## config.mk

```make
export PLATFORM = sky130hd
export DESIGN_NAME = pie_enable_bank
export DESIGN_NICKNAME = d
export VERILOG_FILES = /design/src/pie_pkg.sv /design/src/pie_enable_bank.sv /design/src/pie_flag_bank.sv /design/src/pie_wb_slave.sv
export SDC_FILE = /design/constraint.sdc
export NUM_CORES = 1
export LEC_CHECK = 0
export BUFFER_PORTS_ARGS = -buffer_cell sky130_fd_sc_hd__buf_4
export CORE_MARGIN = 5
export CORE_UTILIZATION = 35
export CTS_CLUSTER_SIZE = 40
export DETAILED_ROUTE_END_ITERATION = 16
export PLACE_DENSITY = 0.62
export SYNTH_ARGS = -nofsm -noshare
export SYNTH_HDL_FRONTEND = slang
export SYNTH_SLANG_ARGS = --single-unit
```

## constraint.sdc

```tcl
create_clock -name core_clk -period 2.9 [get_ports core_clk]
set_clock_uncertainty 0.05 [all_clocks]
set_input_delay 0.725 -clock core_clk [delete_from_list [all_inputs] [get_ports core_clk]]
set_output_delay 0.725 -clock core_clk [all_outputs]
set_load 0.02 [all_outputs]
```

## src/pie_pkg.sv

```systemverilog
// shared constants for the peripheral interrupt enable bank
`default_nettype none
package pie_pkg;
    // ----------------------------------------------------------------
    // bus geometry
    // ----------------------------------------------------------------
    localparam int ADR_W = 8;
    localparam int DAT_W = 32;
    localparam int REG_W = 8;
    // ----------------------------------------------------------------
    // register byte offsets
    // ----------------------------------------------------------------
    localparam logic [7:0] EN_TWO_OFS = 8'h00;
    localparam logic [7:0] EN_THREE_OFS = 8'h04;
    localparam logic [7:0] FLAG_TWO_OFS = 8'h08;
    localparam logic [7:0] FLAG_THREE_OFS = 8'h0C;
    localparam logic [7:0] GLOBAL_CTRL_OFS = 8'h10;
    // ----------------------------------------------------------------
    // bit positions, second bank
    // ----------------------------------------------------------------
    localparam int OSC_FAIL_BIT = 7;
    localparam int COMP_TWO_BIT = 6;
    localparam int COMP_ONE_BIT = 5;
    localparam int EEPROM_DONE_BIT = 4;
    localparam int BUS_COLL_BIT = 3;
    localparam int CAPCMP_TWO_BIT = 0;
    // ----------------------------------------------------------------
    // bit positions, third bank
    // ----------------------------------------------------------------
    localparam int CAPCMP_FOUR_BIT = 5;
    localparam int CAPCMP_THREE_BIT = 4;
    localparam int TIMER_SIX_BIT = 3;
    localparam int TIMER_FOUR_BIT = 1;
    // ----------------------------------------------------------------
    // global control bits
    // ----------------------------------------------------------------
    localparam int GLOBAL_EN_BIT = 7;
    localparam int PERIPH_GROUP_EN_BIT = 6;
    // ----------------------------------------------------------------
    // implemented-bit masks and reset values
    // ----------------------------------------------------------------
    localparam logic [7:0] TWO_IMPL_MASK = 8'hF9;
    localparam logic [7:0] THREE_IMPL_MASK = 8'h3A;
    localparam logic [7:0] GLOBAL_IMPL_MASK = 8'hC0;
    localparam logic [7:0] COMP_TWO_MASK = 8'h40;
    localparam logic [7:0] REG_RESET = 8'h00;
    localparam logic [31:0] BUS_ZERO = 32'h0000_0000;
endpackage : pie_pkg
`default_nettype wire

```

## src/pie_enable_bank.sv

```systemverilog
// Design decisions made here: the address map and the Wishbone slave port.
`timescale 1ns/1ps
`default_nettype none
module pie_enable_bank
#(
    parameter bit HAS_COMP_TWO = 1'b1
)
(
    // clock and reset
    input wire logic core_clk,
    input wire logic reset_n,
    // wishbone slave
    input wire logic wb_cyc_i,
    input wire logic wb_stb_i,
    input wire logic wb_we_i,
    input wire logic [pie_pkg::ADR_W-1:0] wb_adr_i,
    input wire logic [3:0] wb_sel_i,
    input wire logic [pie_pkg::DAT_W-1:0] wb_dat_i,
    output logic wb_ack_o,
    output logic [pie_pkg::DAT_W-1:0] wb_dat_o,
    // second bank events
    input wire logic osc_fail_evt,
    input wire logic comparator_two_evt,
    input wire logic comparator_one_evt,
    input wire logic eeprom_write_done_evt,
    input wire logic serial_bus_collision_evt,
    input wire logic capcmp_two_evt,
    // third bank events
    input wire logic capcmp_four_evt,
    input wire logic capcmp_three_evt,
    input wire logic timer_six_match_evt,
    input wire logic timer_four_match_evt,
    // request to the core
    output logic periph_irq
);
    import pie_pkg::*;

    // ----------------------------------------------------------------
    // masks that depend on the variant
    // ----------------------------------------------------------------
    localparam logic [7:0] TWO_MASK =
        HAS_COMP_TWO ? TWO_IMPL_MASK : (TWO_IMPL_MASK & ~COMP_TWO_MASK);

    logic wr_stb;
    logic [DAT_W-1:0] rd_value;
    logic [REG_W-1:0] wr_byte;
    logic [REG_W-1:0] evt_two;
    logic [REG_W-1:0] evt_three;
    logic [REG_W-1:0] flags_two;
    logic [REG_W-1:0] flags_three;
    logic wr_flag_two;
    logic wr_flag_three;

    // enable and control state
    logic [REG_W-1:0] en_two_r;
    logic [REG_W-1:0] en_two_nxt;
    logic [REG_W-1:0] en_three_r;
    logic [REG_W-1:0] en_three_nxt;
    logic [REG_W-1:0] gctl_r;
    logic [REG_W-1:0] gctl_nxt;
    logic irq_r;
    logic irq_nxt;
    logic group_open;
    logic [REG_W-1:0] pend_two;
    logic [REG_W-1:0] pend_three;
    logic src_req;

    // ----------------------------------------------------------------
    // bus slave
    // ----------------------------------------------------------------
    pie_wb_slave u_wb
    (
        .core_clk(core_clk),
        .reset_n(reset_n),
        .wb_cyc_i(wb_cyc_i),
        .wb_stb_i(wb_stb_i),
        .wb_we_i(wb_we_i),
        .wb_sel_i(wb_sel_i),
        .wb_ack_o(wb_ack_o),
        .wb_dat_o(wb_dat_o),
        .rd_value(rd_value),
        .wr_stb(wr_stb)
    );

    assign wr_byte = wb_dat_i[REG_W-1:0];
    assign wr_flag_two = wr_stb && (wb_adr_i == FLAG_TWO_OFS);
    assign wr_flag_three = wr_stb && (wb_adr_i == FLAG_THREE_OFS);

    // ----------------------------------------------------------------
    // event vectors
    // ----------------------------------------------------------------
    always_comb
    begin
        evt_two = REG_RESET;
        evt_two[OSC_FAIL_BIT] = osc_fail_evt;
        evt_two[COMP_TWO_BIT] = comparator_two_evt;
        evt_two[COMP_ONE_BIT] = comparator_one_evt;
        evt_two[EEPROM_DONE_BIT] = eeprom_write_done_evt;
        evt_two[BUS_COLL_BIT] = serial_bus_collision_evt;
        evt_two[CAPCMP_TWO_BIT] = capcmp_two_evt;
        evt_three = REG_RESET;
        evt_three[CAPCMP_FOUR_BIT] = capcmp_four_evt;
        evt_three[CAPCMP_THREE_BIT] = capcmp_three_evt;
        evt_three[TIMER_SIX_BIT] = timer_six_match_evt;
        evt_three[TIMER_FOUR_BIT] = timer_four_match_evt;
    end

    // ----------------------------------------------------------------
    // sticky flag banks, write one to clear
    // ----------------------------------------------------------------
    pie_flag_bank #(.WIDTH(REG_W), .IMPL_MASK(TWO_MASK)) u_flags_two
    (
        .core_clk(core_clk),
        .reset_n(reset_n),
        .evt(evt_two),
        .clr_stb(wr_flag_two),
        .clr_data(wr_byte),
        .flags(flags_two)
    );

    pie_flag_bank #(.WIDTH(REG_W), .IMPL_MASK(THREE_IMPL_MASK)) u_flags_three
    (
        .core_clk(core_clk),
        .reset_n(reset_n),
        .evt(evt_three),
        .clr_stb(wr_flag_three),
        .clr_data(wr_byte),
        .flags(flags_three)
    );

    // ----------------------------------------------------------------
    // enable and control registers
    // ----------------------------------------------------------------
    always_comb
    begin
        en_two_nxt = en_two_r;
        en_three_nxt = en_three_r;
        gctl_nxt = gctl_r;
        if (wr_stb)
        begin
            case (wb_adr_i)
                EN_TWO_OFS: en_two_nxt = wr_byte & TWO_MASK;
                EN_THREE_OFS: en_three_nxt = wr_byte & THREE_IMPL_MASK;
                GLOBAL_CTRL_OFS: gctl_nxt = wr_byte & GLOBAL_IMPL_MASK;
                default: ; // other offsets leave these alone
            endcase
        end
    end

    // all enables clear on reset
    always_ff @(posedge core_clk or negedge reset_n)
    begin
        if (!reset_n)
        begin
            en_two_r <= REG_RESET;
            en_three_r <= REG_RESET;
            gctl_r <= REG_RESET;
        end
        else
        begin
            en_two_r <= en_two_nxt;
            en_three_r <= en_three_nxt;
            gctl_r <= gctl_nxt;
        end
    end

    // ----------------------------------------------------------------
    // read mux, unmapped offsets read zero
    // ----------------------------------------------------------------
    always_comb
    begin
        rd_value = BUS_ZERO;
        case (wb_adr_i)
            EN_TWO_OFS: rd_value[REG_W-1:0] = en_two_r;
            EN_THREE_OFS: rd_value[REG_W-1:0] = en_three_r;
            FLAG_TWO_OFS: rd_value[REG_W-1:0] = flags_two;
            FLAG_THREE_OFS: rd_value[REG_W-1:0] = flags_three;
            GLOBAL_CTRL_OFS: rd_value[REG_W-1:0] = gctl_r;
            default: rd_value = BUS_ZERO;
        endcase
    end

    // ----------------------------------------------------------------
    // interrupt request to the core
    // ----------------------------------------------------------------
    assign group_open = gctl_r[PERIPH_GROUP_EN_BIT]
                     && gctl_r[GLOBAL_EN_BIT];

    // each source passes only while its own enable bit is set
    always_comb
    begin
        pend_two = flags_two & en_two_r;
        pend_three = flags_three & en_three_r;
        src_req = pend_two[OSC_FAIL_BIT]
            || pend_two[COMP_TWO_BIT]
            || pend_two[COMP_ONE_BIT]
            || pend_two[EEPROM_DONE_BIT]
            || pend_two[BUS_COLL_BIT]
            || pend_two[CAPCMP_TWO_BIT]
            || pend_three[CAPCMP_FOUR_BIT]
            || pend_three[CAPCMP_THREE_BIT]
            || pend_three[TIMER_SIX_BIT]
            || pend_three[TIMER_FOUR_BIT];
        // group and global enables gate the ORed sources
        irq_nxt = group_open && src_req;
    end

    // register the request
    always_ff @(posedge core_clk or negedge reset_n)
    begin
        if (!reset_n)
            irq_r <= 1'b0;
        else
            irq_r <= irq_nxt;
    end

    assign periph_irq = irq_r;

    // ----------------------------------------------------------------
    // checks
    // ----------------------------------------------------------------
    group_gate_a: assert property (
        @(posedge core_clk) disable iff (!reset_n)
        !$past(gctl_r[PERIPH_GROUP_EN_BIT]) |-> !periph_irq)
        else $error("request raised with peripheral group closed");

    osc_fail_gate_a: assert property (
        @(posedge core_clk) disable iff (!reset_n)
        (group_open && flags_two[OSC_FAIL_BIT] && en_two_r[OSC_FAIL_BIT])
        |=> periph_irq)
        else $error("enabled oscillator fail did not request");

    comp_two_absent_a: assert property (
        @(posedge core_clk) disable iff (!reset_n)
        !HAS_COMP_TWO |-> !en_two_r[COMP_TWO_BIT] && !flags_two[COMP_TWO_BIT])
        else $error("comparator two bit present on small variant");

    comp_one_gate_a: assert property (
        @(posedge core_clk) disable iff (!reset_n)
        (group_open && flags_two[COMP_ONE_BIT] && en_two_r[COMP_ONE_BIT])
        |=> periph_irq)
        else $error("enabled comparator one did not request");

    eeprom_gate_a: assert property (
        @(posedge core_clk) disable iff (!reset_n)
        (group_open && flags_two[EEPROM_DONE_BIT]
        && en_two_r[EEPROM_DONE_BIT]) |=> periph_irq)
        else $error("enabled eeprom write done did not request");

    bus_coll_gate_a: assert property (
        @(posedge core_clk) disable iff (!reset_n)
        (group_open && flags_two[BUS_COLL_BIT]
        && en_two_r[BUS_COLL_BIT]) |=> periph_irq)
        else $error("enabled bus collision did not request");

    capcmp_gate_a: assert property (
        @(posedge core_clk) disable iff (!reset_n)
        (group_open && ((flags_two[CAPCMP_TWO_BIT] && en_two_r[CAPCMP_TWO_BIT])
        || (flags_three[CAPCMP_THREE_BIT] && en_three_r[CAPCMP_THREE_BIT])))
        |=> periph_irq)
        else $error("enabled capture compare did not request");

    absent_bits_a: assert property (
        @(posedge core_clk) disable iff (!reset_n)
        (en_two_r & ~TWO_IMPL_MASK) == REG_RESET
        && (en_three_r & ~THREE_IMPL_MASK) == REG_RESET)
        else $error("unimplemented enable bit set");

    enable_write_a: assert property (
        @(posedge core_clk) disable iff (!reset_n)
        (wr_stb && wb_adr_i == EN_THREE_OFS)
        |=> en_three_r == ($past(wr_byte) & THREE_IMPL_MASK))
        else $error("third enable bank write not taken");

    timer_gate_a: assert property (
        @(posedge core_clk) disable iff (!reset_n)
        (group_open && |(flags_three & en_three_r)) |=> periph_irq)
        else $error("enabled third bank source did not request");

    flag_set_a: assert property (
        @(posedge core_clk) disable iff (!reset_n)
        timer_four_match_evt |=> flags_three[TIMER_FOUR_BIT])
        else $error("event did not set its flag");

    set_beats_clear_a: assert property (
        @(posedge core_clk) disable iff (!reset_n)
        (osc_fail_evt && wr_flag_two) |=> flags_two[OSC_FAIL_BIT])
        else $error("clear beat a simultaneous event");

    irq_cause_a: assert property (
        @(posedge core_clk) disable iff (!reset_n)
        periph_irq |-> $past(group_open)
        && $past(|(flags_two & en_two_r) || |(flags_three & en_three_r)))
        else $error("request without an enabled pending flag");

    ack_pulse_a: assert property (
        @(posedge core_clk) disable iff (!reset_n)
        wb_ack_o |=> !wb_ack_o)
        else $error("ack held longer than one cycle");
endmodule : pie_enable_bank
`default_nettype wire

```

## src/pie_flag_bank.sv

```systemverilog
// sticky interrupt flag bank, set by events, cleared by writing ones
`timescale 1ns/1ps
`default_nettype none
module pie_flag_bank
#(
    parameter int WIDTH = 8,
    parameter logic [7:0] IMPL_MASK = 8'hFF
)
(
    // clock and reset
    input wire logic core_clk,
    input wire logic reset_n,
    // events and software clear
    input wire logic [WIDTH-1:0] evt,
    input wire logic clr_stb,
    input wire logic [WIDTH-1:0] clr_data,
    // flag state
    output logic [WIDTH-1:0] flags
);
    import pie_pkg::*;

    // ----------------------------------------------------------------
    // elaboration check
    // ----------------------------------------------------------------
    if (WIDTH != REG_W)
    begin : g_bad_width
        $error("flag bank width must match register width");
    end

    logic [WIDTH-1:0] flag_r;
    logic [WIDTH-1:0] flag_nxt;

    // ----------------------------------------------------------------
    // per-bit sticky flag, set wins over clear
    // ----------------------------------------------------------------
    for (genvar i = 0; i < WIDTH; i++)
    begin : g_bit
        always_comb
        begin
            if (!IMPL_MASK[i])
                flag_nxt[i] = 1'b0; // absent bit stays zero
            else if (evt[i])
                flag_nxt[i] = 1'b1;
            else if (clr_stb && clr_data[i])
                flag_nxt[i] = 1'b0;
            else
                flag_nxt[i] = flag_r[i];
        end
    end

    // register the flags
    always_ff @(posedge core_clk or negedge reset_n)
    begin
        if (!reset_n)
            flag_r <= REG_RESET;
        else
            flag_r <= flag_nxt;
    end

    assign flags = flag_r;
endmodule : pie_flag_bank
`default_nettype wire

```

## src/pie_wb_slave.sv

```systemverilog
// classic wishbone slave handshake with registered read data
`timescale 1ns/1ps
`default_nettype none
module pie_wb_slave
(
    // clock and reset
    input wire logic core_clk,
    input wire logic reset_n,
    // wishbone request
    input wire logic wb_cyc_i,
    input wire logic wb_stb_i,
    input wire logic wb_we_i,
    input wire logic [3:0] wb_sel_i,
    // wishbone answer
    output logic wb_ack_o,
    output logic [pie_pkg::DAT_W-1:0] wb_dat_o,
    // register file side
    input wire logic [pie_pkg::DAT_W-1:0] rd_value,
    output logic wr_stb
);
    import pie_pkg::*;

    logic ack_r;
    logic ack_nxt;
    logic [DAT_W-1:0] dat_r;
    logic [DAT_W-1:0] dat_nxt;

    // ack one cycle after the request, dropped the cycle after
    always_comb
    begin
        ack_nxt = wb_cyc_i && wb_stb_i && !ack_r;
        dat_nxt = ack_nxt ? rd_value : BUS_ZERO;
    end

    // register ack and read data
    always_ff @(posedge core_clk or negedge reset_n)
    begin
        if (!reset_n)
        begin
            ack_r <= 1'b0;
            dat_r <= BUS_ZERO;
        end
        else
        begin
            ack_r <= ack_nxt;
            dat_r <= dat_nxt;
        end
    end

    // write lands on the edge at which the master sees ack
    assign wr_stb = ack_r && wb_cyc_i && wb_stb_i && wb_we_i && wb_sel_i[0];
    assign wb_ack_o = ack_r;
    assign wb_dat_o = dat_r;
endmodule : pie_wb_slave
`default_nettype wire

```

* Word-level counts from Yosys, hierarchy flattened
Index checks and enable logic that the tools add are counted.
Word-level totals: logic and storage cells 88, bits in registers 56
Operators by class: bitwise logic cells 2, reductions and logical operators 44, eq/ne operators 4, muxes and demuxes 22
Operator list (count):
- $pmux 8 s5 | 1
- $logic_and 1x1->1 | 20
- $mux 1 | 20
- $reduce_bool 2->1 | 10
- $eq 8x4->1 const B | 2
- $logic_or 1x1->1 | 9
- $and 8x8->8 | 1
- $eq 8x3->1 const B | 1
- $eq 8x5->1 const B | 1
- $logic_not 8->1 | 1
- $mux 8 | 1
- $and 6x6->6 | 1
- $reduce_and 2->1 | 3
- $logic_not 1->1 | 1

* Logic depth before layout (Yosys ltp)
Gate-level depths: netlist of the first run.
depth after elaboration 11, depth in mapped cells 4, depth with buffers taken out 4

* Modules after synthesis
A second synthesis of the first run with hierarchy kept.
Second synthesis, totals: cells, all modules 188, area, all modules 2388.5 um^2
By module, submodules not included:
- pie_wb_slave | instances 1, cells each 72, area an instance 1082.3 um^2
- pie_enable_bank | instances 1, cells each 78, area an instance 890.9 um^2
- pie_flag_bank at u_flags_two | instances 1, cells each 21, area an instance 236.5 um^2
- pie_flag_bank at u_flags_three | instances 1, cells each 17, area an instance 178.9 um^2

* Worst setup path after synthesis of the first run
Ideal clock, no wire load.
kind in2reg, from in wb_adr_i[5] in the netlist's numbering, to reg u_flags_two.flag_r[3] (netlist: u_flags_two.flags[3]), stages 4, library setup time 0.118 ns, arrival time 2.089 ns, slack 0.643 ns, buffers on the path 1, cell sequence or4_4 clkbuf_2 or4_1 a21o_1
Between the ends: cells in the longest elaborated chain, start to end 4
Ends and longest elaborated chain:
- start: declaration | RTL line pie_enable_bank.sv:16 | input wire logic [pie_pkg::ADR_W-1:0] wb_adr_i,
- $eq 8x4->1 | RTL line pie_enable_bank.sv:86 | assign wr_flag_two = wr_stb && (wb_adr_i == FLAG_TWO_OFS);
- $logic_and 1x1->1 | RTL line pie_enable_bank.sv:86
- $logic_and 1x1->1 | RTL line pie_flag_bank.sv:44 | else if (clr_stb && clr_data[i])
- $reduce_bool 2->1 (no source line)
- end signal: assignment | RTL line pie_flag_bank.sv:57 | flag_r <= flag_nxt;
- end: declaration | RTL line pie_flag_bank.sv:30 | logic [WIDTH-1:0] flag_r;
No other way between the ends. A chain may end at the register's enable or synchronous reset.

* Worst setup path in the final report of the first run
from in wb_adr_i[5] in the netlist's numbering, to reg en_two_r[3]
Between the ends: cells in the longest elaborated chain, start to end 2
Ends and longest elaborated chain:
- $logic_not 8->1 | RTL line pie_enable_bank.sv:141 | case (wb_adr_i)
- $reduce_and 2->1 (no source line)
- end signal: assignment | RTL line pie_enable_bank.sv:161 | en_two_r <= en_two_nxt;
- end: declaration | RTL line pie_enable_bank.sv:55 | logic [REG_W-1:0] en_two_r;
No other way between the ends.

==> flow_summary.rst, run 1 <==
.. list-table::
   :header-rows: 1

   * - Metric
     - Value
   * - Period Utilization, post-route
     - 0.774
   * - Io pins
     - slightly above 90
   * - HP Class
     - in2async
   * - HPWL reported at the end of detailed placement
     - between 2 and 3 mm
   * - Category of the critical setup timing path
     - in2reg
   * - Power Density
     - 474 nW/µm²
   * - Sort of element at the start of the critical path
     - input pin
   * - Routed wire length
     - between 3 and 4 mm
   * - RSZ-0062 raised after global routing
     - no
   * - Number of nets in the layout
     - 245
   * - Fillcell total
     - 467
   * - Pre-antenna DRT Iters
     - 4
   * - H-tree levels
     - 2
   * - Slew Limit Fails
     - 0
   * - Dominant combinational cell family by area after synthesis
     - simple AND/OR/NAND/NOR gates
   * - Die width
     - a little under 80 µm
   * - Result of the run
     - complete, no violations
   * - Overflow left after global routing
     - 0
   * - Antenna violations before repair
     - 0
   * - Critical path endpoint
     - en_two_r[3]$_DFFE_PN0P_
   * - Total of flip-flops plus latches after synthesis
     - 31
   * - Number of endpoints with negative hold slack in the final report
     - 0
   * - Post-layout utilization of the core
     - 0.439
   * - Fraction of the mapped netlist area in adder cells
     - 0
   * - CTS hold repair buffers
     - 0
   * - Top cell type by total area after synthesis
     - dfrtp_1
   * - Post-Synth XOR/XNOR Area
     - 0
   * - Setup TNS
     - 0 ps
   * - Met1 Resource Use GR
     - 0.149
   * - Worst Path Arrival
     - around 2400 ps
   * - Clock latency at the later pin of the worst-skew pair
     - 280 ps
   * - Top FF cell, synth
     - dfrtp_1
   * - Root buffer cell
     - clkbuf_8
   * - Reg-to-reg critical path startpoint
     - u_wb.wb_ack_o$_DFF_PN0_
   * - Vert. Die Dim
     - a little under 80 µm
   * - Clock buffer depth
     - 2
   * - Core Box Area
     - approximately 4700 µm²
   * - Via count of the first global-routing pass
     - ~1200
   * - R2R Setup Slk
     - between 1000 and 1500 ps
   * - Clock transition at the registers of the reported paths
     - roughly 70 ps
   * - Overall die area
     - between 6000 and 7000 µm²
   * - Synthesized-area fraction occupied by ao, oa, aoi and oai cells
     - 0.0814
   * - Via total after detailed routing
     - around 1200
   * - Simple-gate share of the synthesized area
     - 0.189
   * - Most common cell in the synthesized netlist
     - dfrtp_1
   * - Met3 Resource Use GR
     - 0.0361
   * - Global-route wire length before repair
     - roughly 6 mm
   * - CTS-repair resized insts
     - 0
   * - Warnings, synthesis
     - 0
   * - Fin crit period
     - approximately 2200 ps
   * - Total standard cell area after synthesis
     - around 1700 µm²
   * - Row cnt
     - 25
   * - Worst setup EP type
     - register
   * - Largest net degree at the start of global routing
     - 32
   * - # setup viols final
     - 0
   * - Total inserted antenna cells
     - 0
   * - Cell variety after synth
     - 34
   * - Fmax
     - 0.446 GHz
   * - Overall fraction of global-route tracks in use
     - 0.122
   * - TritonCTS sink count
     - 31
   * - Gate count after technology mapping
     - 145
   * - Setup Buffers After CTS
     - 0
   * - Area growth from synthesis to final layout
     - 22.6%
   * - R2R Path End
     - u_flags_three.flags[3]$_DFFE_PN0P_
   * - CP max FO
     - 11
   * - Max cap viols
     - 0
   * - PortBufs
     - 39
   * - Global-route track usage on met2
     - 0.201
   * - Drt drc
     - 0
   * - Standby leakage power
     - about 0.00094 µW
   * - Placed cell count
     - around 250
   * - Top post-synthesis cells by area
     - dfrtp_1 46%, buf_4 11%, mux2_2 8.0%
   * - Last weighted congestion value of the routability-driven placer
     - 0.785
   * - Crit path launch
     - wb_adr_i[5]
   * - Layout cell share with drive strength beyond 1
     - 0.348
   * - Post-synth top cells
     - 31 x dfrtp_1, 25 x buf_4, 12 x mux2_2
   * - Synthesized area per cell
     - 11.7 µm²
   * - GR peak layer
     - met2
   * - Final routed wire length divided by cell count
     - 14.5 µm
   * - Async SR Flop Fraction
     - 1.00
   * - Initial Utilization
     - 0.358
   * - CTS tree
     - built
   * - Iteration-0 DRC count of the detailed router
     - 35
   * - R2R cell count
     - 4
   * - Number of buffers created by CTS
     - 5
   * - Worst supply voltage drop on vdd
     - approximately 0.19 mV
   * - Via-per-instance ratio
     - 4.70
   * - Number of non-filler instances in the completed layout
     - 254
   * - Mux contribution to synthesized area
     - 0.143
   * - Area share of the largest cell type after synthesis
     - 0.459
   * - Number of synthesized flops with an enable pin
     - 0
   * - Residual antenna-violating net count after detailed routing
     - 0
   * - Sequential fraction of the synthesis area
     - 0.459
   * - Required @ worst endpoint
     - ~3000 ps
layer usage:
| metal | up-vias | wire length [µm] |
|---|---|---|
| met4 | 0 | 47 |
| met3 | 7 | 196 |
| met1 | 583 | 1560 |
| met5 | - | 0 |
| li1 | 569 | - |
| met2 | 34 | 1870 |
placed cells by master, fill, tap and decap left out, types with 3 or more instances in the layout:
cell type and count:
mux2i_1 4, or4_1 10, mux2_2 12, nand2_1 7, buf_4 40, conb_1 25
nor2b_1 3, a21o_1 10, dfrtp_1 31, nand4_1 3, clkbuf_8 6, mux4_2 3
nand2b_1 6
worst max-delay path, stage by stage:
cell	delay [ps]
buf_4	120
or4_4	630
nor4b_4	500
mux2_2	390
cells by family after synthesis:
group | after synthesis
DFF | 31
muxes | 19
and+or+nand+nor | 45
AOI/OAI and AO/OA | 18
other | 1
buffers and inverters | 31
where the power goes:
group	switching [µW]	internal [µW]	total [µW]
Clock	161	278	439
Combinational	68.5	41.6	110
Sequential	1.25	434	435
Total	231	753	984
sequential cells by signal, summed over array words and instances, names as in the netlist:
register and count:
en_three_r 4, en_two_r 6, gctl_r 2, periph_irq 1, u_flags_three.flags 4, u_flags_two.flags 6
u_wb.wb_ack_o 1, u_wb.wb_dat_o 7
per-stage QoR:
| step | hold WS, ps | area, µm² | worst slack, ps | total power, µW |
|---|---|---|---|---|
| finish | 309 | 2070 | 656 | 984 |
| global route | 332 | 2070 | 591 | 1020 |
| CTS | 321 | 2070 | 627 | 993 |
| detailed placement | 451 | 1960 | 327 | 553 |
| global placement | 443 | 1960 | 335 | 553 |
| floorplan | 379 | 1780 | 643 | 524 |
how the worst min path moves through the flow:
| stage | startpoint | to | cells past startpoint |
|---|---|---|---|
| floorplan | reset_n | en_three_r[1]$_DFFE_PN0P_ | 0 |
| global placement | u_flags_two.flags[0]$_DFFE_PN0P_ | u_flags_two.flags[0]$_DFFE_PN0P_ | 1 |
| detailed placement | u_flags_two.flags[6]$_DFFE_PN0P_ | u_flags_two.flags[6]$_DFFE_PN0P_ | 1 |
| CTS | reset_n | u_wb.wb_ack_o$_DFF_PN0_ | 1 |
| global route | reset_n | u_wb.wb_dat_o[3]$_DFF_PN0_ | 1 |
| finish | reset_n | u_wb.wb_ack_o$_DFF_PN0_ | 1 |
area by class of cell:
class                   count  area, µm²  area share
clock buffers               6       82.6      0.0398
clock inverters             2       35.0      0.0169
inverters                   1       3.75     0.00181
multi-input cells         107        793       0.382
flip-flops and latches     31        776       0.374
well taps                  67       83.8      0.0404
repair buffers             40        300       0.145
(Power assumes the default switching activity.)
==> inputs of run 2 (changes only) <==
PLACE_DENSITY = 0.65   (was 0.62)
clock period = 2 ns   (was 2.9 ns; I/O delays follow)
==> flow_summary.rst, run 2 (synthesis gave the netlist of run 1 again) <==
.. list-table::
   :header-rows: 1

   * - Metric
     - Value
   * - Fillcell total
     - 473 (+1.3%)
   * - Commonest cells after routing, fill and taps aside
     - 55 x buf_4, 31 x dfrtp_1, 25 x conb_1, 12 x mux2_2
   * - TritonCTS sink count
     - 31 (unchanged)
   * - Largest net degree at the start of global routing
     - 32 (unchanged)
   * - Number of flip-flops under the largest register name
     - 7 (unchanged)
   * - Result of the run
     - complete, no violations
   * - Via total after detailed routing
     - 1256 (+5.3%)
   * - Overall power of the completed layout
     - 1440 µW (+47%)
   * - Max stage delay cell, worst path
     - or4_4
   * - Global-route wire length before repair
     - 6.18 mm (+5.3%)
   * - Via count of the first global-routing pass
     - 1255 (+1.9%)
   * - Slew Limit Fails
     - 0 (unchanged)
   * - Ordered cell list for the critical path
     - buf_4 > or4_4 > buf_4 > or4_1 > a21o_1
   * - Post-layout utilization of the core
     - 0.463 (+0.0238)
   * - Overall die area
     - 6320 µm² (unchanged)
   * - Routed wire length
     - 3.79 mm (+3.1%)
   * - Antenna violations before repair
     - 0 (unchanged)
   * - Row cnt
     - 25 (unchanged)
   * - # setup viols final
     - 0 (unchanged)
   * - Drt drc
     - 0 (unchanged)
   * - H-tree levels
     - 2 (unchanged)
   * - Period Utilization, post-route
     - 0.952
   * - Iteration-0 DRC count of the detailed router
     - 55 (+57%)
   * - Root buffer cell
     - clkbuf_8
   * - Area growth from synthesis to final layout
     - 29.3%
   * - Number of endpoints with negative hold slack in the final report
     - 0 (unchanged)
   * - Layout cell share with drive strength beyond 1
     - 0.396 (+0.0484)
   * - Fin crit period
     - roughly 1900 ps
   * - Sort of element at the start of the critical path
     - input pin
   * - Number of non-filler instances in the completed layout
     - 269 (+5.9%)
   * - Final routed wire length divided by cell count
     - 14.1 µm (-2.6%)
   * - Number of nets in the layout
     - 260 (+6.1%)
   * - HPWL reported at the end of detailed placement
     - 2.91 mm (+6.4%)
   * - RSZ-0062 raised after global routing
     - no
   * - Pre-antenna DRT Iters
     - 4 (unchanged)
   * - Io pins
     - 93 (unchanged)
   * - Most frequent standard cell in the layout excluding fill and tap cells
     - buf_4
   * - Power Density
     - 660 nW/µm² (+39%)
   * - CTS tree
     - built
   * - Total inserted antenna cells
     - 0 (unchanged)
   * - Clock buffer depth
     - 2 (unchanged)
   * - Die width
     - 79.5 µm (unchanged)
   * - Cell occurring most often along the worst timing path
     - buf_4
   * - Worst hold slack
     - 84.0 ps (-225 ps)
   * - HP Class
     - in2async
   * - Residual antenna-violating net count after detailed routing
     - 0 (unchanged)
   * - Max cap viols
     - 0 (unchanged)
   * - Number of buffers created by CTS
     - 5 (unchanged)
   * - CP max FO
     - 6 (-5)
   * - CTS-repair resized insts
     - 0 (unchanged)
   * - PortBufs
     - 39 (unchanged)
   * - Via-per-instance ratio
     - 4.67 (-0.59%)
   * - Placed cell count
     - 261 (+6.1%)
   * - Clock transition at the registers of the reported paths
     - 70 ps (about the same)
   * - Setup Buffers After CTS
     - 0 (unchanged)
   * - Clock latency at the later pin of the worst-skew pair
     - 290 ps (about the same)
   * - Setup TNS
     - 0 ps (unchanged)
   * - Category of the critical setup timing path
     - in2reg
   * - Worst setup EP type
     - register
   * - Overflow left after global routing
     - 0 (unchanged)
   * - Worst supply voltage drop on vdd
     - 0.318 mV (+69%)
   * - Vert. Die Dim
     - 79.5 µm (unchanged)
   * - Initial Utilization
     - 0.358 (unchanged)
   * - Delay of the slowest cell on the worst path
     - 570 ps (-60 ps)
   * - Last weighted congestion value of the routability-driven placer
     - 0.807 (+2.7%)
   * - Required @ worst endpoint
     - 2130 ps (-890 ps)
   * - Worst Path Arrival
     - 2030 ps (-330 ps)
   * - CTS hold repair buffers
     - 0 (unchanged)
   * - Fmax
     - roughly 0.52 GHz
   * - Core Box Area
     - 4720 µm² (unchanged)
   * - Overall fraction of global-route tracks in use
     - 0.130 (+0.00858)
   * - Standby leakage power
     - 0.00101 µW (+7.5%)
==> run 2: metrics by stage <==
| stage | instance area, µm² | worst slack (ps) |
|---|---|---|
| floorplan | 1790 | -11.5 |
| global placement | 2070 | -184 |
| detailed placement | 2070 | -203 |
| CTS | 2190 | 94.2 |
| global route | 2190 | 76.0 |
| finish | 2190 | 95.1 |
==> run 2: per-layer routing <==
| layer | wire length (µm) | track usage | vias up |
|---|---|---|---|
| li1 | - | - | 597 |
| met1 | 1610 | 0.165 | 610 |
| met2 | 1860 | 0.202 | 43 |
| met3 | 259 | 0.0485 | 6 |
| met4 | 59 | 0.0481 | 0 |
| met5 | 0 | 0 | - |
==> run 2: cell type report <==
class,count,area (µm²),area share
multi-input combinational,107,793,0.363
sequential,31,776,0.355
timing repair buffer,55,413,0.189
tap,67,83.8,0.0383
clock buffer,6,82.6,0.0378
clock inverter,2,35.0,0.0160
inverter,1,3.75,0.00172
==> run 2: worst max-delay path: cells and delay by family <==
family | cells | cell delay (ps)
simple gates | 2 | 1070
compound gates | 1 | 170
buf+inv | 2 | 300
==> run 2: worst paths after layout <==
| path | startpoint | slack (ps) | cells past startpoint | end |
|---|---|---|---|---|
| max | wb_adr_i[0] | 100 | 5 | u_flags_two.flags[3]$_DFFE_PN0P_ |
| min | reset_n | 80 | 1 | u_wb.wb_dat_o[0]$_DFF_PN0_ |
| max reg2reg | u_wb.wb_ack_o$_DFF_PN0_ | 280 | 4 | u_flags_three.flags[1]$_DFFE_PN0P_ |
| min reg2reg | u_flags_two.flags[0]$_DFFE_PN0P_ | 460 | 1 | u_flags_two.flags[0]$_DFFE_PN0P_ |
| max in group asynchronous | reset_n | 1530 | 1 | u_flags_three.flags[1]$_DFFE_PN0P_ |
| min in group core_clk | capcmp_four_evt | 340 | 2 | u_flags_three.flags[5]$_DFFE_PN0P_ |
==> run 2: power by group <==
| part | total, µW | leakage, µW | switching (µW) | internal [µW] |
|---|---|---|---|---|
| combinational | 173 | 0.000569 | 102 | 71.7 |
| clock | 639 | 0.0000612 | 237 | 403 |
| sequential | 631 | 0.000380 | 1.92 | 629 |
==> inputs of run 3 (changes only) <==
CORE_UTILIZATION = 40   (was 35)
PLACE_DENSITY = 0.67   (was 0.65)
SYNTH_HIERARCHICAL = 1   (was unset)
TNS_END_PERCENT = 10   (was unset)
==> flow_summary.rst, run 3 <==
.. list-table::
   :header-rows: 1

   * - Metric
     - Value
   * - RSZ-0062 raised after global routing
     - no
   * - Category of the critical setup timing path
     - in2reg
   * - Slew Limit Fails
     - 0 (unchanged)
   * - Worst hold slack
     - 180 ps (+96.3 ps)
   * - Total inserted antenna cells
     - 0 (unchanged)
   * - Fmax
     - 0.503 GHz (-4.2%)
   * - Largest net degree at the start of global routing
     - 57 (+78%)
   * - Worst setup EP type
     - register
   * - Number of flip-flops under the largest register name
     - 32 (+25)
   * - Clock transition at the registers of the reported paths
     - 90 ps (+20 ps)
   * - R2R cell count
     - 5 (+1)
   * - Final routed wire length divided by cell count
     - 13.4 µm (-4.9%)
   * - Via count of the first global-routing pass
     - 1592 (+27%)
   * - Sort of element at the start of the critical path
     - input pin
   * - Core Box Area
     - 5850 µm² (+24%)
   * - Number of buffers created by CTS
     - 5 (unchanged)
   * - TritonCTS sink count
     - 56 (+81%)
   * - Number of endpoints with negative hold slack in the final report
     - 0 (unchanged)
   * - Gate count after technology mapping
     - 188 (+30%)
   * - Overall die area
     - 7620 µm² (+20%)
   * - Root buffer cell
     - clkbuf_8
   * - Most common cell in the synthesized netlist
     - dfrtp_1
   * - Via-per-instance ratio
     - 4.49 (-3.8%)
   * - Global-route wire length before repair
     - 7.59 mm (+23%)
   * - # setup viols final
     - 0 (unchanged)
   * - Top FF cell, synth
     - dfrtp_1
   * - Number of nets in the layout
     - 343 (+32%)
   * - Critical path endpoint
     - en_three_r[1]$_DFFE_PN0P_
   * - Max cap viols
     - 0 (unchanged)
   * - Sw Ratio
     - 0.223 (-0.0128)
   * - H-tree levels
     - 2 (unchanged)
   * - CTS tree
     - built
   * - Number of synthesized flops with an enable pin
     - 0 (unchanged)
   * - Clock latency at the later pin of the worst-skew pair
     - 300 ps (about the same)
   * - Overflow left after global routing
     - 0 (unchanged)
   * - Synthesized area per cell
     - 12.7 µm² (+8.9%)
   * - Residual antenna-violating net count after detailed routing
     - 0 (unchanged)
   * - Commonest cells after routing, fill and taps aside
     - 77 x buf_4, 56 x dfrtp_1, 32 x and2_1, 30 x conb_1, 14 x nand2_1
   * - Worst slew margin
     - 0.542
   * - Standby leakage power
     - 0.00158 µW (+56%)
   * - Net Sw Power
     - 437 µW (+29%)
   * - Delay of the slowest cell on the worst path
     - 640 ps (+70 ps)
   * - R2R Setup Slk
     - 110 ps (-170 ps)
   * - Power Density
     - 625 nW/µm² (-5.2%)
   * - Area growth from synthesis to final layout
     - 31.4%
   * - Area share of the largest cell type after synthesis
     - 0.587 (+0.128)
   * - Worst supply voltage drop on vdd
     - 0.311 mV (-2.3%)
   * - Most frequent standard cell in the layout excluding fill and tap cells
     - buf_4
   * - CTS hold repair buffers
     - 0 (unchanged)
   * - CP max FO
     - 4 (-2)
   * - Fin crit period
     - 1990 ps (+84.1 ps)
   * - Routed wire length
     - 4.82 mm (+27%)
   * - Result of the run
     - complete, no violations
   * - Antenna violations before repair
     - 0 (unchanged)
   * - Combinational group share of total power
     - 0.098 (-0.022)
   * - CTS-repair resized insts
     - 0 (unchanged)
   * - Warnings, synthesis
     - 6 (+6)
   * - Ordered cell list for the critical path
     - buf_4 > or4_4 > or4_1 > mux2_4
   * - Period Utilization, post-route
     - 0.995 (+0.0421)
   * - Iteration-0 DRC count of the detailed router
     - 72 (+31%)
   * - Initial Utilization
     - 0.408 (+0.0501)
   * - HP Class
     - in2async
   * - Sequential fraction of the synthesis area
     - 0.587 (+0.128)
   * - Row cnt
     - 28 (+12%)
   * - Pre-antenna DRT Iters
     - 4 (unchanged)
   * - Clock buffer depth
     - 2 (unchanged)
   * - Cell variety after synth
     - 30 (-12%)
   * - Number of buffer and inverter instances along the worst setup path
     - 1 (-1)
   * - Vert. Die Dim
     - 87.3 µm (+9.8%)
   * - Number of cells on the critical path
     - 4 (-1)
   * - Post-synth top cells
     - 56 x dfrtp_1, 33 x and2_1, 14 x nand2_1
   * - Internal power consumption
     - 1520 µW (+38%)
   * - Async SR Flop Fraction
     - 1.00 (unchanged)
   * - Reg-to-reg critical path startpoint
     - u_wb/wb_ack_o$_DFF_PN0_
   * - Via total after detailed routing
     - 1617 (+29%)
   * - Drt drc
     - 0 (unchanged)
   * - Required @ worst endpoint
     - 2140 ps (about the same)
   * - Overall fraction of global-route tracks in use
     - 0.131 (+0.000275)
   * - Max stage delay cell, worst path
     - or4_1
   * - Io pins
     - 93 (unchanged)
   * - Top cell type by total area after synthesis
     - dfrtp_1
   * - Last weighted congestion value of the routability-driven placer
     - 0.913 (+13%)
   * - Setup TNS
     - 0 ps (unchanged)
   * - Worst Path Arrival
     - 2130 ps (+100 ps)
   * - Setup Buffers After CTS
     - 0 (unchanged)
   * - Layout cell share with drive strength beyond 1
     - 0.354 (-0.0417)
   * - PortBufs
     - 64 (+64%)
   * - Top post-synthesis cells by area
     - dfrtp_1 59%, and2_1 8.6%, mux2_4 6.3%
   * - Crit path launch
     - wb_adr_i[5]
   * - Transition time of the tightest slew-check pin
     - around 700 ps
   * - Cell class contributing the biggest share of worst-path delay
     - simple AND/OR/NAND/NOR gates
   * - R2R Path End
     - en_three_r[1]$_DFFE_PN0P_
   * - Total of flip-flops plus latches after synthesis
     - 56 (+81%)
   * - Sequential power share
     - 0.589 (+0.152)
   * - Clock power share
     - 0.312 (-0.131)
   * - HPWL reported at the end of detailed placement
     - 3.62 mm (+24%)
   * - Total standard cell area after synthesis
     - 2390 µm² (+41%)
   * - Die width
     - 87.3 µm (+9.8%)
[run 3: changes by cell type after synthesis, moves of 3 or more]
| cell | change |
|---|---|
| dfrtp_1 | +25 |
| a221o_1 | +6 |
| or4_1 | -8 |
| buf_4 | -19 |
| nand4_1 | -3 |
| buf_6 | +6 |
| mux2_4 | +10 |
| and2_1 | +33 |
| nor3_1 | +6 |
| nand2b_1 | -6 |
| mux2_2 | -9 |
| nand2_1 | +7 |
| nor2b_1 | -3 |
| mux4_2 | -3 |
[run 3: area by class of cell]
| cell class | count | area (µm²) |
|---|---|---|
| Fill cell | 528 | 2710 |
| Sequential cell | 56 | 1400 |
| Multi-Input combinational cell | 141 | 963 |
| Timing Repair Buffer | 77 | 578 |
| Tap cell | 75 | 93.8 |
| Clock buffer | 8 | 90.1 |
| Inverter | 3 | 11.3 |
[run 3: kinds of logic (layout without fill, tap and decap cells)]
kind of cell           count (synthesis)  after routing  share of synthesized area
multiplexers                          18             18                     0.0980
buffers and inverters                 18             88                     0.0571
other                                  3             30                    0.00471
AND/OR/NAND/NOR                       69             69                      0.169
AO/OA/AOI/OAI                         24             24                     0.0843
flip-flops                            56             56                      0.587
[run 3: worst min path at each step]
stage	start	endpoint	slack, ps	depth (start not counted)
floorplan	reset_n	en_three_r[1]$_DFFE_PN0P_	150	0
global placement	u_flags_three/flags[5]$_DFFE_PN0P_	u_flags_three/flags[5]$_DFFE_PN0P_	450	1
detailed placement	u_flags_three/flags[5]$_DFFE_PN0P_	u_flags_three/flags[5]$_DFFE_PN0P_	460	1
CTS	reset_n	u_wb/wb_dat_o[25]$_DFF_PN0_	210	1
global route	reset_n	u_wb/wb_dat_o[25]$_DFF_PN0_	240	1
finish	reset_n	u_wb/wb_dat_o[25]$_DFF_PN0_	180	1
[run 3: stage by stage]
step / utilization / cell area, µm² / worst slack (ps) / power [µW] / std cells
final: 0.536 / 3140 / 11.0 / 1960 / 360
after global routing: 0.536 / 3140 / 14.1 / 2050 / 360
after CTS: 0.536 / 3140 / 11.9 / 1990 / 360
after detailed placement: 0.521 / 3050 / -320 / 1370 / 352
after global placement: 0.521 / 3050 / -321 / 1370 / 352
after floorplan: - / 2500 / -125 / 1270 / 215
[run 3: power by group through the flow]
stage	clock (µW)	sequential, µW	combinational, µW
after floorplan	0	1210	60.9
after global placement	0	1180	192
after detailed placement	0	1180	195
after CTS	639	1160	195
after global routing	680	1160	212
final	613	1160	193
[run 3: metal layers]
| layer | vias to the layer above | GRT usage | routed length (µm) |
|---|---|---|---|
| met5 | - | 0 | 0 |
| met4 | 0 | 0.0656 | 128 |
| met3 | 10 | 0.0293 | 249 |
| met2 | 47 | 0.207 | 2350 |
| met1 | 759 | 0.167 | 2090 |
| li1 | 801 | - | - |
